--- config.mk ---
export PLATFORM = sky130hd
export DESIGN_NAME = sgp_ports
export DESIGN_NICKNAME = d
export VERILOG_FILES = /design/src/shared/sgp_pkg.sv /design/src/hdl/sgp_ports.sv
export SDC_FILE = /design/constraint.sdc
export NUM_CORES = 1
export LEC_CHECK = 0
export BUFFER_PORTS_ARGS = -buffer_cell sky130_fd_sc_hd__buf_4
export CAP_MARGIN = 10
export CORE_ASPECT_RATIO = 0.7
export CORE_MARGIN = 2
export CORE_UTILIZATION = 50
export CTS_CLUSTER_SIZE = 8
export DETAILED_ROUTE_END_ITERATION = 10
export PLACE_DENSITY = 0.83
export SYNTH_ARGS = -nofsm -noshare
export SYNTH_HDL_FRONTEND = slang
export SYNTH_SLANG_ARGS = --single-unit
--- constraint.sdc ---
create_clock -name ref_clk_in -period 2 [get_ports ref_clk_in]
set_clock_uncertainty 0.05 [all_clocks]
set_input_delay 0.2 -clock ref_clk_in [delete_from_list [all_inputs] [get_ports ref_clk_in]]
set_output_delay 0.2 -clock ref_clk_in [all_outputs]
set_load 0.1 [all_outputs]
--- src/shared/sgp_pkg.sv ---
package sgp_pkg;

  // Port widths
  localparam int unsigned PORT_B_W = 8;
  localparam int unsigned PORT_C_W = 5;
  localparam int unsigned PORT_D_W = 7;

  // Register indices; byte address is four times the index
  localparam logic [5:0] IDX_PORT_B_LATCH = 6'h01;
  localparam logic [5:0] IDX_PORT_C_LATCH = 6'h02;
  localparam logic [5:0] IDX_PORT_D_LATCH = 6'h03;
  localparam logic [5:0] IDX_PORT_B_DIR = 6'h05;
  localparam logic [5:0] IDX_PORT_C_DIR = 6'h06;
  localparam logic [5:0] IDX_PORT_D_DIR = 6'h07;

  // Reset values of the direction registers
  localparam logic [7:0] PORT_B_DIR_RESET = 8'h00;
  localparam logic [7:0] PORT_C_DIR_RESET = 8'h00;
  localparam logic [6:0] PORT_D_DIR_RESET = 7'h00;

  // Third port direction register layout
  localparam int unsigned BUS_CLOCK_OUT_EN_BIT = 7;
  localparam logic [7:0] PORT_C_DIR_RW_MASK = 8'h9F;
  localparam int unsigned BUS_CLOCK_PIN = 2;

  // Fourth port timer clock pin and its prescale code
  localparam int unsigned TIMER_CLOCK_PIN = 6;
  localparam logic [2:0] TIMER_EXT_CLOCK_SEL = 3'h7;

  // Converter channel numbering
  localparam logic [4:0] ADC_PORT_D_BASE = 5'h08;
  localparam logic [4:0] ADC_LAST_CHANNEL = 5'h0E;

  // Pin drive bundle, unused upper bits stay zero
  typedef struct packed {
    logic [7:0] drive;
    logic [7:0] enable;
  } sgp_pins_t;

endpackage

--- src/hdl/sgp_ports.sv ---
module sgp_ports (
  // Clock and reset
  input wire logic ref_clk_in,
  input wire logic reset_n_in,
  // APB slave
  input wire logic psel_in,
  input wire logic penable_in,
  input wire logic pwrite_in,
  input wire logic [7:0] paddr_in,
  input wire logic [31:0] pwdata_in,
  input wire logic [3:0] pstrb_in,
  output logic [31:0] prdata_out,
  output logic pready_out,
  output logic pslverr_out,
  // Converter and timer selects
  input wire logic [4:0] analog_channel_select_in,
  input wire logic [2:0] timer_prescale_select_in,
  output logic timer_ext_clock_pin_out,
  // Pins
  input wire logic [7:0] port_b_pin_in,
  input wire logic [4:0] port_c_pin_in,
  input wire logic [6:0] port_d_pin_in,
  output sgp_pkg::sgp_pins_t port_b_pins_out,
  output sgp_pkg::sgp_pins_t port_c_pins_out,
  output sgp_pkg::sgp_pins_t port_d_pins_out
);

  logic [7:0] latch_b_q;
  logic [4:0] latch_c_q;
  logic [6:0] latch_d_q;
  logic [7:0] dir_b_q;
  logic [4:0] dir_c_q;
  logic bus_clock_out_enable_q;
  logic [6:0] dir_d_q;
  logic [7:0] meta_b_q;
  logic [4:0] meta_c_q;
  logic [6:0] meta_d_q;
  logic [7:0] sync_b_q;
  logic [4:0] sync_c_q;
  logic [6:0] sync_d_q;
  logic bus_clock_q;
  logic [7:0] adc_b;
  logic [6:0] adc_d;
  logic timer_sel;
  logic [6:0] taken_d;
  logic [7:0] rd_b;
  logic [4:0] rd_c;
  logic [6:0] rd_d;
  logic setup;
  logic access_done;
  logic wr_done;
  logic [5:0] idx;
  logic aligned;
  logic [31:0] rdata_d;
  logic slverr_d;
  sgp_pkg::sgp_pins_t pins_b_d;
  sgp_pkg::sgp_pins_t pins_c_d;
  sgp_pkg::sgp_pins_t pins_d_d;

  // Bus decode
  assign setup = psel_in & ~penable_in;
  assign access_done = psel_in & penable_in & pready_out;
  assign wr_done = access_done & pwrite_in & pstrb_in[0] & ~pslverr_out;
  assign idx = paddr_in[7:2];
  assign aligned = (paddr_in[1:0] == 2'h0);

  // Pin synchronisers
  always_ff @(posedge ref_clk_in or negedge reset_n_in) begin
    if (!reset_n_in) begin
      meta_b_q <= 8'h00;
      meta_c_q <= 5'h00;
      meta_d_q <= 7'h00;
      sync_b_q <= 8'h00;
      sync_c_q <= 5'h00;
      sync_d_q <= 7'h00;
    end else begin
      meta_b_q <= port_b_pin_in;
      meta_c_q <= port_c_pin_in;
      meta_d_q <= port_d_pin_in;
      sync_b_q <= meta_b_q;
      sync_c_q <= meta_c_q;
      sync_d_q <= meta_d_q;
    end
  end

  // Converter channel ownership; codes above the last channel select no pin
  always_comb begin
    adc_b = 8'h00;
    adc_d = 7'h00;
    if (analog_channel_select_in < sgp_pkg::ADC_PORT_D_BASE) begin
      adc_b[analog_channel_select_in[2:0]] = 1'b1;
    end else if (analog_channel_select_in <= sgp_pkg::ADC_LAST_CHANNEL) begin
      adc_d[3'(analog_channel_select_in - sgp_pkg::ADC_PORT_D_BASE)] = 1'b1;
    end
  end

  assign timer_sel = (timer_prescale_select_in == sgp_pkg::TIMER_EXT_CLOCK_SEL);

  always_comb begin
    taken_d = adc_d;
    taken_d[sgp_pkg::TIMER_CLOCK_PIN] = adc_d[sgp_pkg::TIMER_CLOCK_PIN] | timer_sel;
  end

  // Read values
  always_comb begin
    for (int i = 0; i < 8; i++) begin
      if (dir_b_q[i]) begin
        rd_b[i] = latch_b_q[i];
      end else begin
        rd_b[i] = adc_b[i] ? 1'b0 : sync_b_q[i];
      end
    end
    for (int i = 0; i < 5; i++) begin
      rd_c[i] = dir_c_q[i] ? latch_c_q[i] : sync_c_q[i];
    end
    if (bus_clock_out_enable_q) begin
      rd_c[sgp_pkg::BUS_CLOCK_PIN] = 1'b0;
    end
    for (int i = 0; i < 7; i++) begin
      if (dir_d_q[i]) begin
        rd_d[i] = latch_d_q[i];
      end else begin
        rd_d[i] = taken_d[i] ? 1'b0 : sync_d_q[i];
      end
    end
  end

  // Register read mux and unmapped-address answer
  always_comb begin
    rdata_d = 32'h0000_0000;
    slverr_d = 1'b0;
    if (!aligned) begin
      slverr_d = 1'b1;
    end else if (idx == sgp_pkg::IDX_PORT_B_LATCH) begin
      rdata_d[7:0] = rd_b;
    end else if (idx == sgp_pkg::IDX_PORT_C_LATCH) begin
      rdata_d[4:0] = rd_c;
    end else if (idx == sgp_pkg::IDX_PORT_D_LATCH) begin
      rdata_d[6:0] = rd_d;
    end else if (idx == sgp_pkg::IDX_PORT_B_DIR) begin
      rdata_d[7:0] = dir_b_q;
    end else if (idx == sgp_pkg::IDX_PORT_C_DIR) begin
      rdata_d[4:0] = dir_c_q;
      rdata_d[sgp_pkg::BUS_CLOCK_OUT_EN_BIT] = bus_clock_out_enable_q;
    end else if (idx == sgp_pkg::IDX_PORT_D_DIR) begin
      rdata_d[6:0] = dir_d_q;
    end else begin
      slverr_d = 1'b1;
    end
  end

  // Answer is prepared in the setup cycle, so every access has no wait state
  always_ff @(posedge ref_clk_in or negedge reset_n_in) begin
    if (!reset_n_in) begin
      pready_out <= 1'b0;
      pslverr_out <= 1'b0;
      prdata_out <= 32'h0000_0000;
    end else begin
      pready_out <= setup;
      if (setup) begin
        pslverr_out <= slverr_d;
        prdata_out <= pwrite_in ? 32'h0000_0000 : rdata_d;
      end else if (access_done) begin
        pslverr_out <= 1'b0;
        prdata_out <= 32'h0000_0000;
      end
    end
  end

  // Data latches hold through reset
  always_ff @(posedge ref_clk_in) begin
    if (wr_done && idx == sgp_pkg::IDX_PORT_B_LATCH) begin
      latch_b_q <= pwdata_in[7:0];
    end
    if (wr_done && idx == sgp_pkg::IDX_PORT_C_LATCH) begin
      latch_c_q <= pwdata_in[4:0];
    end
    if (wr_done && idx == sgp_pkg::IDX_PORT_D_LATCH) begin
      latch_d_q <= pwdata_in[6:0];
    end
  end

  // Direction registers
  always_ff @(posedge ref_clk_in or negedge reset_n_in) begin
    if (!reset_n_in) begin
      dir_b_q <= sgp_pkg::PORT_B_DIR_RESET;
      dir_c_q <= sgp_pkg::PORT_C_DIR_RESET[4:0];
      bus_clock_out_enable_q <= sgp_pkg::PORT_C_DIR_RESET[sgp_pkg::BUS_CLOCK_OUT_EN_BIT];
      dir_d_q <= sgp_pkg::PORT_D_DIR_RESET;
    end else if (wr_done) begin
      if (idx == sgp_pkg::IDX_PORT_B_DIR) begin
        dir_b_q <= pwdata_in[7:0];
      end
      if (idx == sgp_pkg::IDX_PORT_C_DIR) begin
        dir_c_q <= pwdata_in[4:0] & sgp_pkg::PORT_C_DIR_RW_MASK[4:0];
        bus_clock_out_enable_q <= pwdata_in[sgp_pkg::BUS_CLOCK_OUT_EN_BIT];
      end
      if (idx == sgp_pkg::IDX_PORT_D_DIR) begin
        dir_d_q <= pwdata_in[6:0];
      end
    end
  end

  // Bus clock is half the reference rate, taken from a toggling flop
  always_ff @(posedge ref_clk_in or negedge reset_n_in) begin
    if (!reset_n_in) begin
      bus_clock_q <= 1'b0;
    end else begin
      bus_clock_q <= ~bus_clock_q;
    end
  end

  // Pin drive, registered so the pads see no decode glitches
  always_comb begin
    pins_b_d = '0;
    pins_c_d = '0;
    pins_d_d = '0;
    pins_b_d.drive = latch_b_q;
    pins_b_d.enable = dir_b_q & ~adc_b;
    pins_c_d.drive[4:0] = latch_c_q;
    pins_c_d.enable[4:0] = dir_c_q;
    if (bus_clock_out_enable_q) begin
      pins_c_d.drive[sgp_pkg::BUS_CLOCK_PIN] = ~bus_clock_q;
      pins_c_d.enable[sgp_pkg::BUS_CLOCK_PIN] = 1'b1;
    end
    pins_d_d.drive[6:0] = latch_d_q;
    pins_d_d.enable[6:0] = dir_d_q & ~taken_d;
  end

  always_ff @(posedge ref_clk_in or negedge reset_n_in) begin
    if (!reset_n_in) begin
      port_b_pins_out <= '0;
      port_c_pins_out <= '0;
      port_d_pins_out <= '0;
      timer_ext_clock_pin_out <= 1'b0;
    end else begin
      port_b_pins_out <= pins_b_d;
      port_c_pins_out <= pins_c_d;
      port_d_pins_out <= pins_d_d;
      timer_ext_clock_pin_out <= timer_sel & sync_d_q[sgp_pkg::TIMER_CLOCK_PIN];
    end
  end

  // Checks
  property p_b_enable;
    @(posedge ref_clk_in) disable iff (!reset_n_in)
      $past(reset_n_in) |-> port_b_pins_out.enable == $past(dir_b_q & ~adc_b);
  endproperty
  a_b_enable: assert property (p_b_enable) else $error("port b enable wrong");

  // Every port B input bit not owned by the converter must show its synced pin level
  property p_b_pin_read;
    @(posedge ref_clk_in) disable iff (!reset_n_in)
      (setup && !pwrite_in && aligned && idx == sgp_pkg::IDX_PORT_B_LATCH)
        |=> (prdata_out[7:0] & $past(~dir_b_q & ~adc_b))
          == ($past(sync_b_q) & $past(~dir_b_q & ~adc_b));
  endproperty
  a_b_pin_read: assert property (p_b_pin_read) else $error("pin read wrong");

  property p_b_adc_read;
    @(posedge ref_clk_in) disable iff (!reset_n_in)
      (setup && !pwrite_in && aligned && idx == sgp_pkg::IDX_PORT_B_LATCH
        && (adc_b & ~dir_b_q) != 8'h00)
        |=> (prdata_out[7:0] & $past(adc_b & ~dir_b_q)) == 8'h00;
  endproperty
  a_b_adc_read: assert property (p_b_adc_read) else $error("adc pin read not 0");

  property p_latch_write;
    @(posedge ref_clk_in) disable iff (!reset_n_in)
      (wr_done && idx == sgp_pkg::IDX_PORT_B_LATCH) |=> latch_b_q == $past(pwdata_in[7:0]);
  endproperty
  a_latch_write: assert property (p_latch_write) else $error("latch not written");

  property p_bus_clock_pin;
    @(posedge ref_clk_in) disable iff (!reset_n_in)
      bus_clock_out_enable_q [*2] |=> port_c_pins_out.enable[2]
        && port_c_pins_out.drive[2] != $past(port_c_pins_out.drive[2]);
  endproperty
  a_bus_clock_pin: assert property (p_bus_clock_pin) else $error("bus clock not on pin");

  property p_bus_clock_read;
    @(posedge ref_clk_in) disable iff (!reset_n_in)
      (setup && !pwrite_in && aligned && idx == sgp_pkg::IDX_PORT_C_LATCH
        && bus_clock_out_enable_q) |=> !prdata_out[2];
  endproperty
  a_bus_clock_read: assert property (p_bus_clock_read) else $error("pin 2 read not 0");

  property p_enable_write;
    @(posedge ref_clk_in) disable iff (!reset_n_in)
      (wr_done && idx == sgp_pkg::IDX_PORT_C_DIR)
        |=> bus_clock_out_enable_q == $past(pwdata_in[7]);
  endproperty
  a_enable_write: assert property (p_enable_write) else $error("clock enable not stored");

  property p_timer_pin;
    @(posedge ref_clk_in) disable iff (!reset_n_in)
      timer_sel ##1 timer_sel |-> !port_d_pins_out.enable[6];
  endproperty
  a_timer_pin: assert property (p_timer_pin) else $error("timer pin driven");

  property p_timer_read;
    @(posedge ref_clk_in) disable iff (!reset_n_in)
      (setup && !pwrite_in && aligned && idx == sgp_pkg::IDX_PORT_D_LATCH
        && timer_sel) |=> prdata_out[6] == $past(dir_d_q[6] & latch_d_q[6]);
  endproperty
  a_timer_read: assert property (p_timer_read) else $error("timer pin read wrong");

  property p_d_enable;
    @(posedge ref_clk_in) disable iff (!reset_n_in)
      $past(reset_n_in) |-> port_d_pins_out.enable == {1'b0, $past(dir_d_q & ~taken_d)};
  endproperty
  a_d_enable: assert property (p_d_enable) else $error("port d enable wrong");

  property p_sync_depth;
    @(posedge ref_clk_in) disable iff (!reset_n_in)
      $past(reset_n_in, 2) |-> sync_d_q == $past(port_d_pin_in, 2);
  endproperty
  a_sync_depth: assert property (p_sync_depth) else $error("sync depth wrong");

  property p_ready;
    @(posedge ref_clk_in) disable iff (!reset_n_in)
      setup |=> pready_out ##1 !pready_out;
  endproperty
  a_ready: assert property (p_ready) else $error("pready timing wrong");

endmodule

==> Word level (Yosys, flattened, before mapping) <==
Index checks and enable logic that the tools add are counted.
{ "op_classes": {"order_cmp": 6, "bitwise_logic": 15, "n_div": 0, "add_sub_neg": 1, "reduce_logical": 10, "mux": 68, "shift": 0, "n_eq_ne": 7, "multipliers": 0} }
{ "op_table": {"columns": ["operator", "n"], "rows": [
  ["two-way mux 32 bit", 2],
  ["two-way mux 1 bit", 51],
  ["two-way mux 8 bit", 5],
  ["two-way mux 7 bit", 4],
  ["equality test 6 x 3 -> 1 bit (second input constant)", 3],
  ["equality test 6 x 2 -> 1 bit (second input constant)", 2],
  ["two-way mux 5 bit", 2],
  ["AND 8 bit", 1],
  ["less-than comparator 3 x 4 -> 1 bit (second input constant)", 2],
  ["NOT 8 bit", 1],
  ["AND 1 bit", 7],
  ["AND 7 bit", 1],
  ["NOT 7 bit", 1],
  ["demux 1 bit (select 3 bit)", 2],
  ["equality test 6 x 1 -> 1 bit (second input constant)", 1],
  [">= comparator 3 x 1 -> 1 bit (second input constant)", 2],
  ["AND reduction 2 bit", 3],
  ["less-or-equal comparator 5 x 4 -> 1 bit (second input constant)", 1],
  ["logical AND 1 bit", 5],
  ["less-than comparator 5 x 4 -> 1 bit (second input constant)", 1],
  ["equality test 3 bit (second input constant)", 1],
  ["two-way mux 3 bit", 1],
  ["NOT 1 bit", 3],
  ["subtractor 3 x 1 -> 3 bit (second input constant)", 1],
  ["4 further kinds", 4]
]} }
{ "totals": {"wordCells": 131, "register_bits": 157, "output_inout_bits": 83, "n_memories": 0, "inputBits": 77, "ramBits": 0, "latchBits": 0, "mem_bits_ro": 0} }

==> Logic depth before layout (Yosys ltp) <==
Gate-level depths: netlist of the first run.
{ "logic_depth": {"depth_word": 16, "ltp_mapped": 7, "mapped_depth_nobuf": 6} }

==> Worst setup path after synthesis of the first run <==
OpenSTA, ideal clock, no wires.
{ "synth_path": {"path_kind": "flip-flop to flip-flop", "start": "reg pready_out", "end": "reg dir_d_q[0]", "t_required_ns": 1.825, "arrival_time_ns": 1.998, "n_path_buf": 0, "stages_incl_launch_ff": 6, "synth_period_minus_slack_ns": 2.173, "slack_ns": -0.173, "setup_time_ns": 0.125, "path_cell_list": "dfrtp_1 > and4b_1 > nand3_1 > inv_1 > nand4_1 > mux2_2"} }
{ "synth_between": {"elab_chain_cells": 5} }
{ "synth_lines": {"columns": ["element", "line", "rtl"], "rows": [
  ["from (decl)", "sgp_ports.sv:13", "output logic pready_out,"],
  ["from (signal assigned)", "sgp_ports.sv:159", "pready_out <= setup;"],
  ["AND 1 bit", "sgp_ports.sv:62", "assign access_done = psel_in & penable_in & pready_out;"],
  ["AND 1 bit (3 in series)", "sgp_ports.sv:63", "assign wr_done = access_done & pwrite_in & pstrb_in[0] & ~pslverr_out;"],
  ["AND reduction 2 bit (no line)", null, null],
  ["to (signal assigned)", "sgp_ports.sv:189", "dir_d_q <= sgp_pkg::PORT_D_DIR_RESET;"],
  ["to (signal assigned)", "sgp_ports.sv:199", "dir_d_q <= pwdata_in[6:0];"],
  ["to (decl)", "sgp_ports.sv:34", "logic [6:0] dir_d_q;"]
]} }
No other way between the ends.
A chain may end at the register's enable or synchronous reset.

==> Worst setup path in the final report of the first run <==
{ "layout_path": {"start": "reg pslverr_out", "end": "reg dir_b_q[1]"} }
{ "layout_between": {"elab_chain_cells": 3} }
{ "layout_lines": {"columns": ["element", "line", "rtl"], "rows": [
  ["from (decl)", "sgp_ports.sv:14", "output logic pslverr_out,"],
  ["from (signal assigned)", "sgp_ports.sv:161", "pslverr_out <= slverr_d;"],
  ["NOT 1 bit", "sgp_ports.sv:63", null],
  ["AND 1 bit", "sgp_ports.sv:63", null],
  ["AND reduction 2 bit (no line)", null, null],
  ["to (signal assigned)", "sgp_ports.sv:186", "dir_b_q <= sgp_pkg::PORT_B_DIR_RESET;"],
  ["to (signal assigned)", "sgp_ports.sv:192", "dir_b_q <= pwdata_in[7:0];"],
  ["to (decl)", "sgp_ports.sv:31", "logic [7:0] dir_b_q;"]
]} }
No other way between the ends.

==> results.md, run 1 <==
* Critical path required time at 2230 ps
* Fillers at between 600 and 700
* Final Util at 69.97%
* Status: completed
* Post-cts resize count at 0
* Pin count of the biggest net entering global routing at 44
* Syn Area/Cell at ~14 um^2
* CTS Sinks at 133
* Type of the worst min-delay path: in2reg
* Top_reg_cell synth: dfrtp_1
* Worst slew pin tran at approximately 550 ps
* N_diodes at 0
* Worst Setup Start Kind: flop
* Async set-reset flop share out of synthesis at 84.96%
* Total negative slack at 0 ps
* Reg clk slew, reported paths at 50 ps
* Number of synthesized flops with an enable pin at 20
* R2R Path End: dir_b_q[1]
* Cells after Synth at 366
* R2R Path Start: pslverr_out
* WS Path Type: reg2reg
* CTS tree: yes
* CTS buffer count at 17
* Worst setup EP type: flop
* Setup Fix Bufs, Post-CTS at 0
* Finished Cell Area at 6803 um^2
* Fin nets at 595
* Clock share of power at 47.1%
* First-pass GRT wire length at 18,170 um
* Routed WL at 11,830 um
* Final Max Tran Viols at 0
* I/O Buffers at 100
* DR vias/cell at 5.372
* Detailed placement HPWL at 8192 um
* GRT overflow at 0
* End of the worst hold path: pready_out
* WHS Path Cells at 3
* Synth-to-Final Area Change at 35.28%
* Pint at 4.998 mW
* Final Cycle Share at 93.86%
* Tot GR Track Use at between 20% and 30%
* RSZ-0062 raised after global routing: false
* Root Buffer: clkbuf_16
* Via count at 3,540
* WP data arrival at between 2000 and 2500 ps
* Number of H-tree levels at 4
* Clock Tree Buf Depth at 2
* Psw at 1.517 mW
* Critical-path maximum fanout at 6
* Top cell type's share of synthesized area at between 50 and 60%
* Routed len/inst at 17.95 um
* Core box area at around 10000 um^2
* GPL Wtd Cong at 0.9012
* Flop pwr share at 43.3%
* Fmax at 0.5327 GHz
* FF-to-FF setup slack at 120 ps
* Vias in the first global route at 3,511
* Initial antenna violation count at 0
* Clock Latency Late Sink at 410 ps
* Max-slew headroom at 63.11%
* Yosys reg bits at 133
* Final min period at between 1500 and 2000 ps
* Initial Util at 51.72%
* Power per cell area at 957.6 nW/um^2
* Maxcap violations at 0
* Ports at 160
* Die width at 123.9 um
* Hold_buf cts at 29
* DRT Pass-1 Iters at 5
* Share of layout cells above drive strength 1 at 32.58%
* Seq/Total Area, Yosys at about two thirds
* Synth Cell Area at 5029 um^2
* Reg2Reg Depth at 5
* Final ANT Viol Nets at 0
* Row cnt at 30
* Static Leak at 3.161 nW
* Sw Share at around a quarter
* Placed cell area at between 5000 and 6000 um^2
* Initial DRC count at roughly 410
* Synth Warn # at 0
* Final Setup Violations at 0
* Die ar. at 10,890 um^2
* Drt drc at 0
* Die Y at 87.91 um
* Post-synth top area cell: dfrtp_1
* Top cells by area, synth: dfrtp_1 56%, edfxtp_1 12%, buf_4 4.9%
* Hold Crit Start: psel_in
* Synth cell types at 54
* Comb power frac at 9.6%
* Peak supply drop at between 500 and 600 uV
* Fin. Hold Viols at 0
routing by layer:
metal	vias up	track usage, %	share of wire, %
li1	1555	-	-
met1	1775	30.79	41
met2	194	36.41	48
met3	16	7.617	9.6
met4	0	9.814	1.5
met5	-	0	0
cell usage in the layout (no fill, tap or decap), types with 5 or more instances in the layout:
master	count
o21ai_0	23
edfxtp_1	20
dfrtp_1	111
dlygate4sd3_1	29
buf_4	116
clkbuf_16	18
nand2_1	22
nor2_1	16
o211ai_1	5
a22oi_1	5
o21a_1	7
mux2_1	7
conb_1	32
clkbuf_1	7
a221oi_1	5
mux2_2	17
a21oi_1	9
inv_1	11
cells in the mapped netlist (2+ instances only):
library cell	n
dfrtp_1	113
buf_4	33
o21ai_0	23
nand2_1	22
edfxtp_1	20
mux2_2	17
nor2_1	16
inv_1	11
a21oi_1	9
clkbuf_1	9
mux2_1	7
o21a_1	7
a221oi_1	5
a22oi_1	5
o211ai_1	5
a31oi_1	4
nand2b_1	4
and2_1	3
nand3b_1	3
a22o_1	2
a31o_2	2
a32o_1	2
and4b_1	2
buf_2	2
nand3_1	2
nand4_1	2
nor3_1	2
nor4_1	2
nor4b_4	2
o311ai_0	2
o31a_1	2
o31ai_1	2
or2_2	2
or3b_2	2
critical path: stages (launching register included):
cell and delay [ps]:
dfrtp_2 410, and4b_1 260, nand3_1 220, and2b_1 300, buf_4 180, mux2_1 340
worst max path at each step:
stage | start | endpoint | slack (ps) | cells after the start
after floorplan | pready_out | dir_d_q[0] | 110 | 5
after global placement | analog_channel_select_in[3] | prdata_out[4] | 210 | 5
after detailed placement | analog_channel_select_in[3] | prdata_out[4] | 150 | 5
after CTS | pslverr_out | dir_b_q[1] | 140 | 5
after global routing | pslverr_out | dir_b_q[1] | 90 | 5
final | pslverr_out | dir_b_q[1] | 120 | 5
cell families after synthesis:
group / synth area share [%]
AOI/OAI and AO/OA: 11.02
buffers and inverters: 6.842
DFF: 68.18
muxes: 5.574
other: 0.07457
and+or+nand+nor: 8.311
stage by stage:
stage / hold WS [ps] / instances / power [mW] / setup slack, ps
floorplan: -145.6 / 397 / 3.296 / 113.4
global placement: 157.6 / 598 / 3.433 / 210.2
detailed placement: 170.8 / 598 / 3.443 / 152.6
global route: 24.10 / 659 / 6.737 / 90.23
finish: 11.95 / 659 / 6.514 / 122.8
CTS: 3.398 / 659 / 6.564 / 137.5
sequential cells by signal, summed over array words and instances, names as in the netlist, 7 cells and up:
register,flops
dir_d_q,7
port_b_pins_out,16
port_d_pins_out,14
sync_d_q,7
meta_d_q,7
port_c_pins_out,10
prdata_out,8
latch_d_q,7
sync_b_q,8
meta_b_q,8
latch_b_q,8
dir_b_q,8
layout make-up:
type / instances / area (um^2) / area share [%]
tap: 128 / 160.2 / 2.354
sequential: 133 / 3431 / 50.43
timing repair buffer: 147 / 1201 / 17.66
multi-input combinational: 208 / 1373 / 20.18
clock buffer: 29 / 531.8 / 7.817
inverter: 11 / 41.29 / 0.6070
clock inverter: 3 / 65.06 / 0.9564
power by group through the flow:
stage,clock network (mW),registers [mW],logic (mW)
finish,3.07,2.82,0.628
global route,3.25,2.82,0.664
global placement,0,2.86,0.570
detailed placement,0,2.87,0.577
CTS,3.12,2.82,0.626
floorplan,0,2.91,0.388
Note: power is estimated with default switching activity, not from simulation.
==> inputs of run 2 (changes only) <==
Settings changed: CORE_ASPECT_RATIO 0.7 to 1.75.
==> run 2 against run 1 <==
Setup slack improved by 30 ps. Non-clock buffer count did not move. Maximum frequency is 1.6% higher. Cell area is 0.68% higher. Register-to-register slack better by 30 ps. Core utilization decreased by 0.44 points. Via count is 1.8% lower. Routed wire length grew 0.26%. Largest power group unchanged.
==> results.md, run 2 (synthesis results as in run 1) <==
* Status: completed (unchanged)
* Die width at 79.81 um (was 123.9 um)
* Largest registers: port_b_pins_out (16), port_d_pins_out (14), port_c_pins_out (10) (unchanged)
* I/O Buffers at 100 (unchanged)
* Worst slew pin tran at 630.6 ps (was 553.4 ps)
* Worst path cell trace: and4b_1, nand3_1, and2b_1, buf_12, mux2_1 (was and4b_1, nand3_1, and2b_1, buf_4, mux2_1)
* Final min period at 1847 ps (was 1877 ps)
* Final total power at 6.670 mW (was 6.514 mW)
* Reg clk slew, reported paths at 60 ps (was 50 ps)
* Crit. path cell count at 5 (unchanged)
* R2R Path Start: pslverr_out (unchanged)
* Initial Util at 51.05% (was 51.72%)
* Root Buffer: clkbuf_16 (unchanged)
* Setup ws final at 152.8 ps (was 122.8 ps)
* Setup Fix Bufs, Post-CTS at 0 (unchanged)
* Static Leak at 3.180 nW (was 3.161 nW)
* Ports at 160 (unchanged)
* Critical-path maximum fanout at 7 (was 6)
* First-pass GRT wire length at 18,150 um (was 18,170 um)
* WHS Path Cells at 3 (unchanged)
* Max FFs per register at 16 (unchanged)
* Final Cycle Share at 92.36% (was 93.86%)
* Power per cell area at 973.9 nW/um^2 (was 957.6 nW/um^2)
* Reg2Reg Depth at 5 (unchanged)
* FF-to-FF setup slack at 150 ps (was 120 ps)
* Final Max Tran Viols at 0 (unchanged)
* Die Y at 136.7 um (was 87.91 um)
* CTS buffer count at 17 (unchanged)
* Final Hold Slack at 16.10 ps (was 11.95 ps)
* Fin. Hold Viols at 0 (unchanged)
* Peak supply drop at 758.2 uV (was 595.3 uV)
* Tot GR Track Use at 22.89% (was 23.43%)
* CP delay by family, top: simple AND/OR/NAND/NOR gates (unchanged)
* Final Util at 69.54% (was 69.97%)
* Placed cell area at 5904 um^2 (was 5916 um^2)
* DR vias/cell at 5.299 (was 5.372)
* WP data arrival at 2090 ps (was 2110 ps)
* Maxcap violations at 0 (unchanged)
* CTS tree: yes (unchanged)
* Buf+Inv Stages, Crit Path at 1 (unchanged)
* Worst setup EP type: flop (unchanged)
* Final ANT Viol Nets at 0 (unchanged)
* Vias in the first global route at 3,630 (was 3,511)
* Drt drc at 0 (unchanged)
* DRT Pass-1 Iters at 5 (unchanged)
* WS Path Type: reg2reg (unchanged)
* Worst path slowest cell: dfrtp_2 (unchanged)
* Die ar. at 10,910 um^2 (was 10,890 um^2)
* Setup slack at placement at 169.7 ps (was 152.6 ps)
* CTS Sinks at 133 (unchanged)
* Routed len/inst at 18.08 um (was 17.95 um)
* Initial DRC count at 265 (was 406)
* N_diodes at 0 (unchanged)
* Clock Latency Late Sink at 410 ps (about the same)
* Placed Cells incl. Taps at 594 (was 598)
* GRT overflow at 0 (unchanged)
* Routed WL at 11,860 um (was 11,830 um)
* Finished Cell Area at 6849 um^2 (was 6803 um^2)
* Critical path required time at 2240 ps (was 2230 ps)
* Max incr delay on CP at 410 ps (about the same)
* Via count at 3,476 (was 3,540)
* Detailed placement HPWL at 8005 um (was 8192 um)
* Most frequent cells in the layout: 115 x buf_4, 111 x dfrtp_1, 32 x conb_1, 30 x dlygate4sd3_1, 23 x o21ai_0 (was 116 x buf_4, 111 x dfrtp_1, 32 x conb_1, 29 x dlygate4sd3_1, 23 x o21ai_0)
* Row cnt at 48 (was 30)
* Number of H-tree levels at 4 (unchanged)
* Clock Tree Buf Depth at 2 (unchanged)
* RSZ-0062 raised after global routing: false (unchanged)
* CP Launch Point: pslverr_out (unchanged)
* Final Setup Violations at 0 (unchanged)
* GPL Wtd Cong at 0.8575 (was 0.9012)
* Fmax at 0.5413 GHz (was 0.5327 GHz)
* Hold Crit Start: timer_prescale_select_in[0] (was psel_in)
* Commonest non-fill, non-tap cell in the layout: buf_4 (unchanged)
* Total negative slack at 0 ps (unchanged)
* Pin count of the biggest net entering global routing at 114 (was 44)
* Max-slew headroom at 57.96% (was 63.11%)
* Type of the worst min-delay path: in2reg (unchanged)
* Final non-filler cell total at 656 (was 659)
* Synth-to-Final Area Change at 36.20% (was 35.28%)
* Core box area at 9849 um^2 (was 9722 um^2)
* Top reg by flops: port_b_pins_out (unchanged)
* Share of layout cells above drive strength 1 at 33.71% (was 32.58%)
* Fin nets at 595 (unchanged)
* Initial antenna violation count at 0 (unchanged)
* Worst Setup Start Kind: flop (unchanged)
-- run 2: changes by cell type in the layout (fill, tap and decap cells not counted) --
cell | previous run | this run
clkinv_2 | 1 | 2
dlygate4sd3_1 | 29 | 30
clkbuf_1 | 7 | 0
bufinv_16 | 2 | 1
inv_6 | 0 | 1
inv_4 | 0 | 1
clkbuf_8 | 4 | 3
clkbuf_16 | 18 | 21
buf_4 | 116 | 115
clkinvlp_4 | 0 | 3
-- run 2: tightest hold or removal path: stages --
cell and delay [ps]:
buf_4 110, nand3_1 80, nor2_1 50
-- run 2: cell type report --
type / instances / area, um^2
fill: 679 / 3000
sequential: 133 / 3431
timing repair buffer: 147 / 1204
clock inverter: 8 / 77.57
multi-input combinational: 208 / 1373
clock buffer: 24 / 566.8
inverter: 11 / 41.29
tap: 125 / 156.4
-- run 2: worst paths after layout --
| kind | end |
|---|---|
| max in group asynchronous | pready_out |
| setup / recovery | dir_b_q[0] |
| min in group asynchronous | port_d_pins_out[6] |
| setup reg to reg | dir_b_q[0] |
| hold / removal | timer_ext_clock_pin_out |
| hold reg to reg | sync_b_q[0] |
-- run 2: power breakdown --
| part | leakage, nW | internal, mW | switching, mW |
|---|---|---|---|
| Combinational | 1.27 | 0.151 | 0.474 |
| Clock | 0.312 | 2.11 | 1.12 |
| Sequential | 1.60 | 2.80 | 0.0188 |
| Total | 3.18 | 5.06 | 1.61 |
-- run 2: timing repair --
action | CTS | global route
hold endpoints to repair | 162 | 0
resized for setup | 0 | 0
hold buffers | 30 | 0
-- run 2: layer usage --
metal	share of wire (%)	vias up	GRT usage, %	wire length, um
li1	-	1552	-	-
met1	36	1696	24.91	4222
met5	0	-	0	0
met2	53	179	39.12	6271
met4	5.0	0	14.12	595
met3	6.5	49	6.201	774
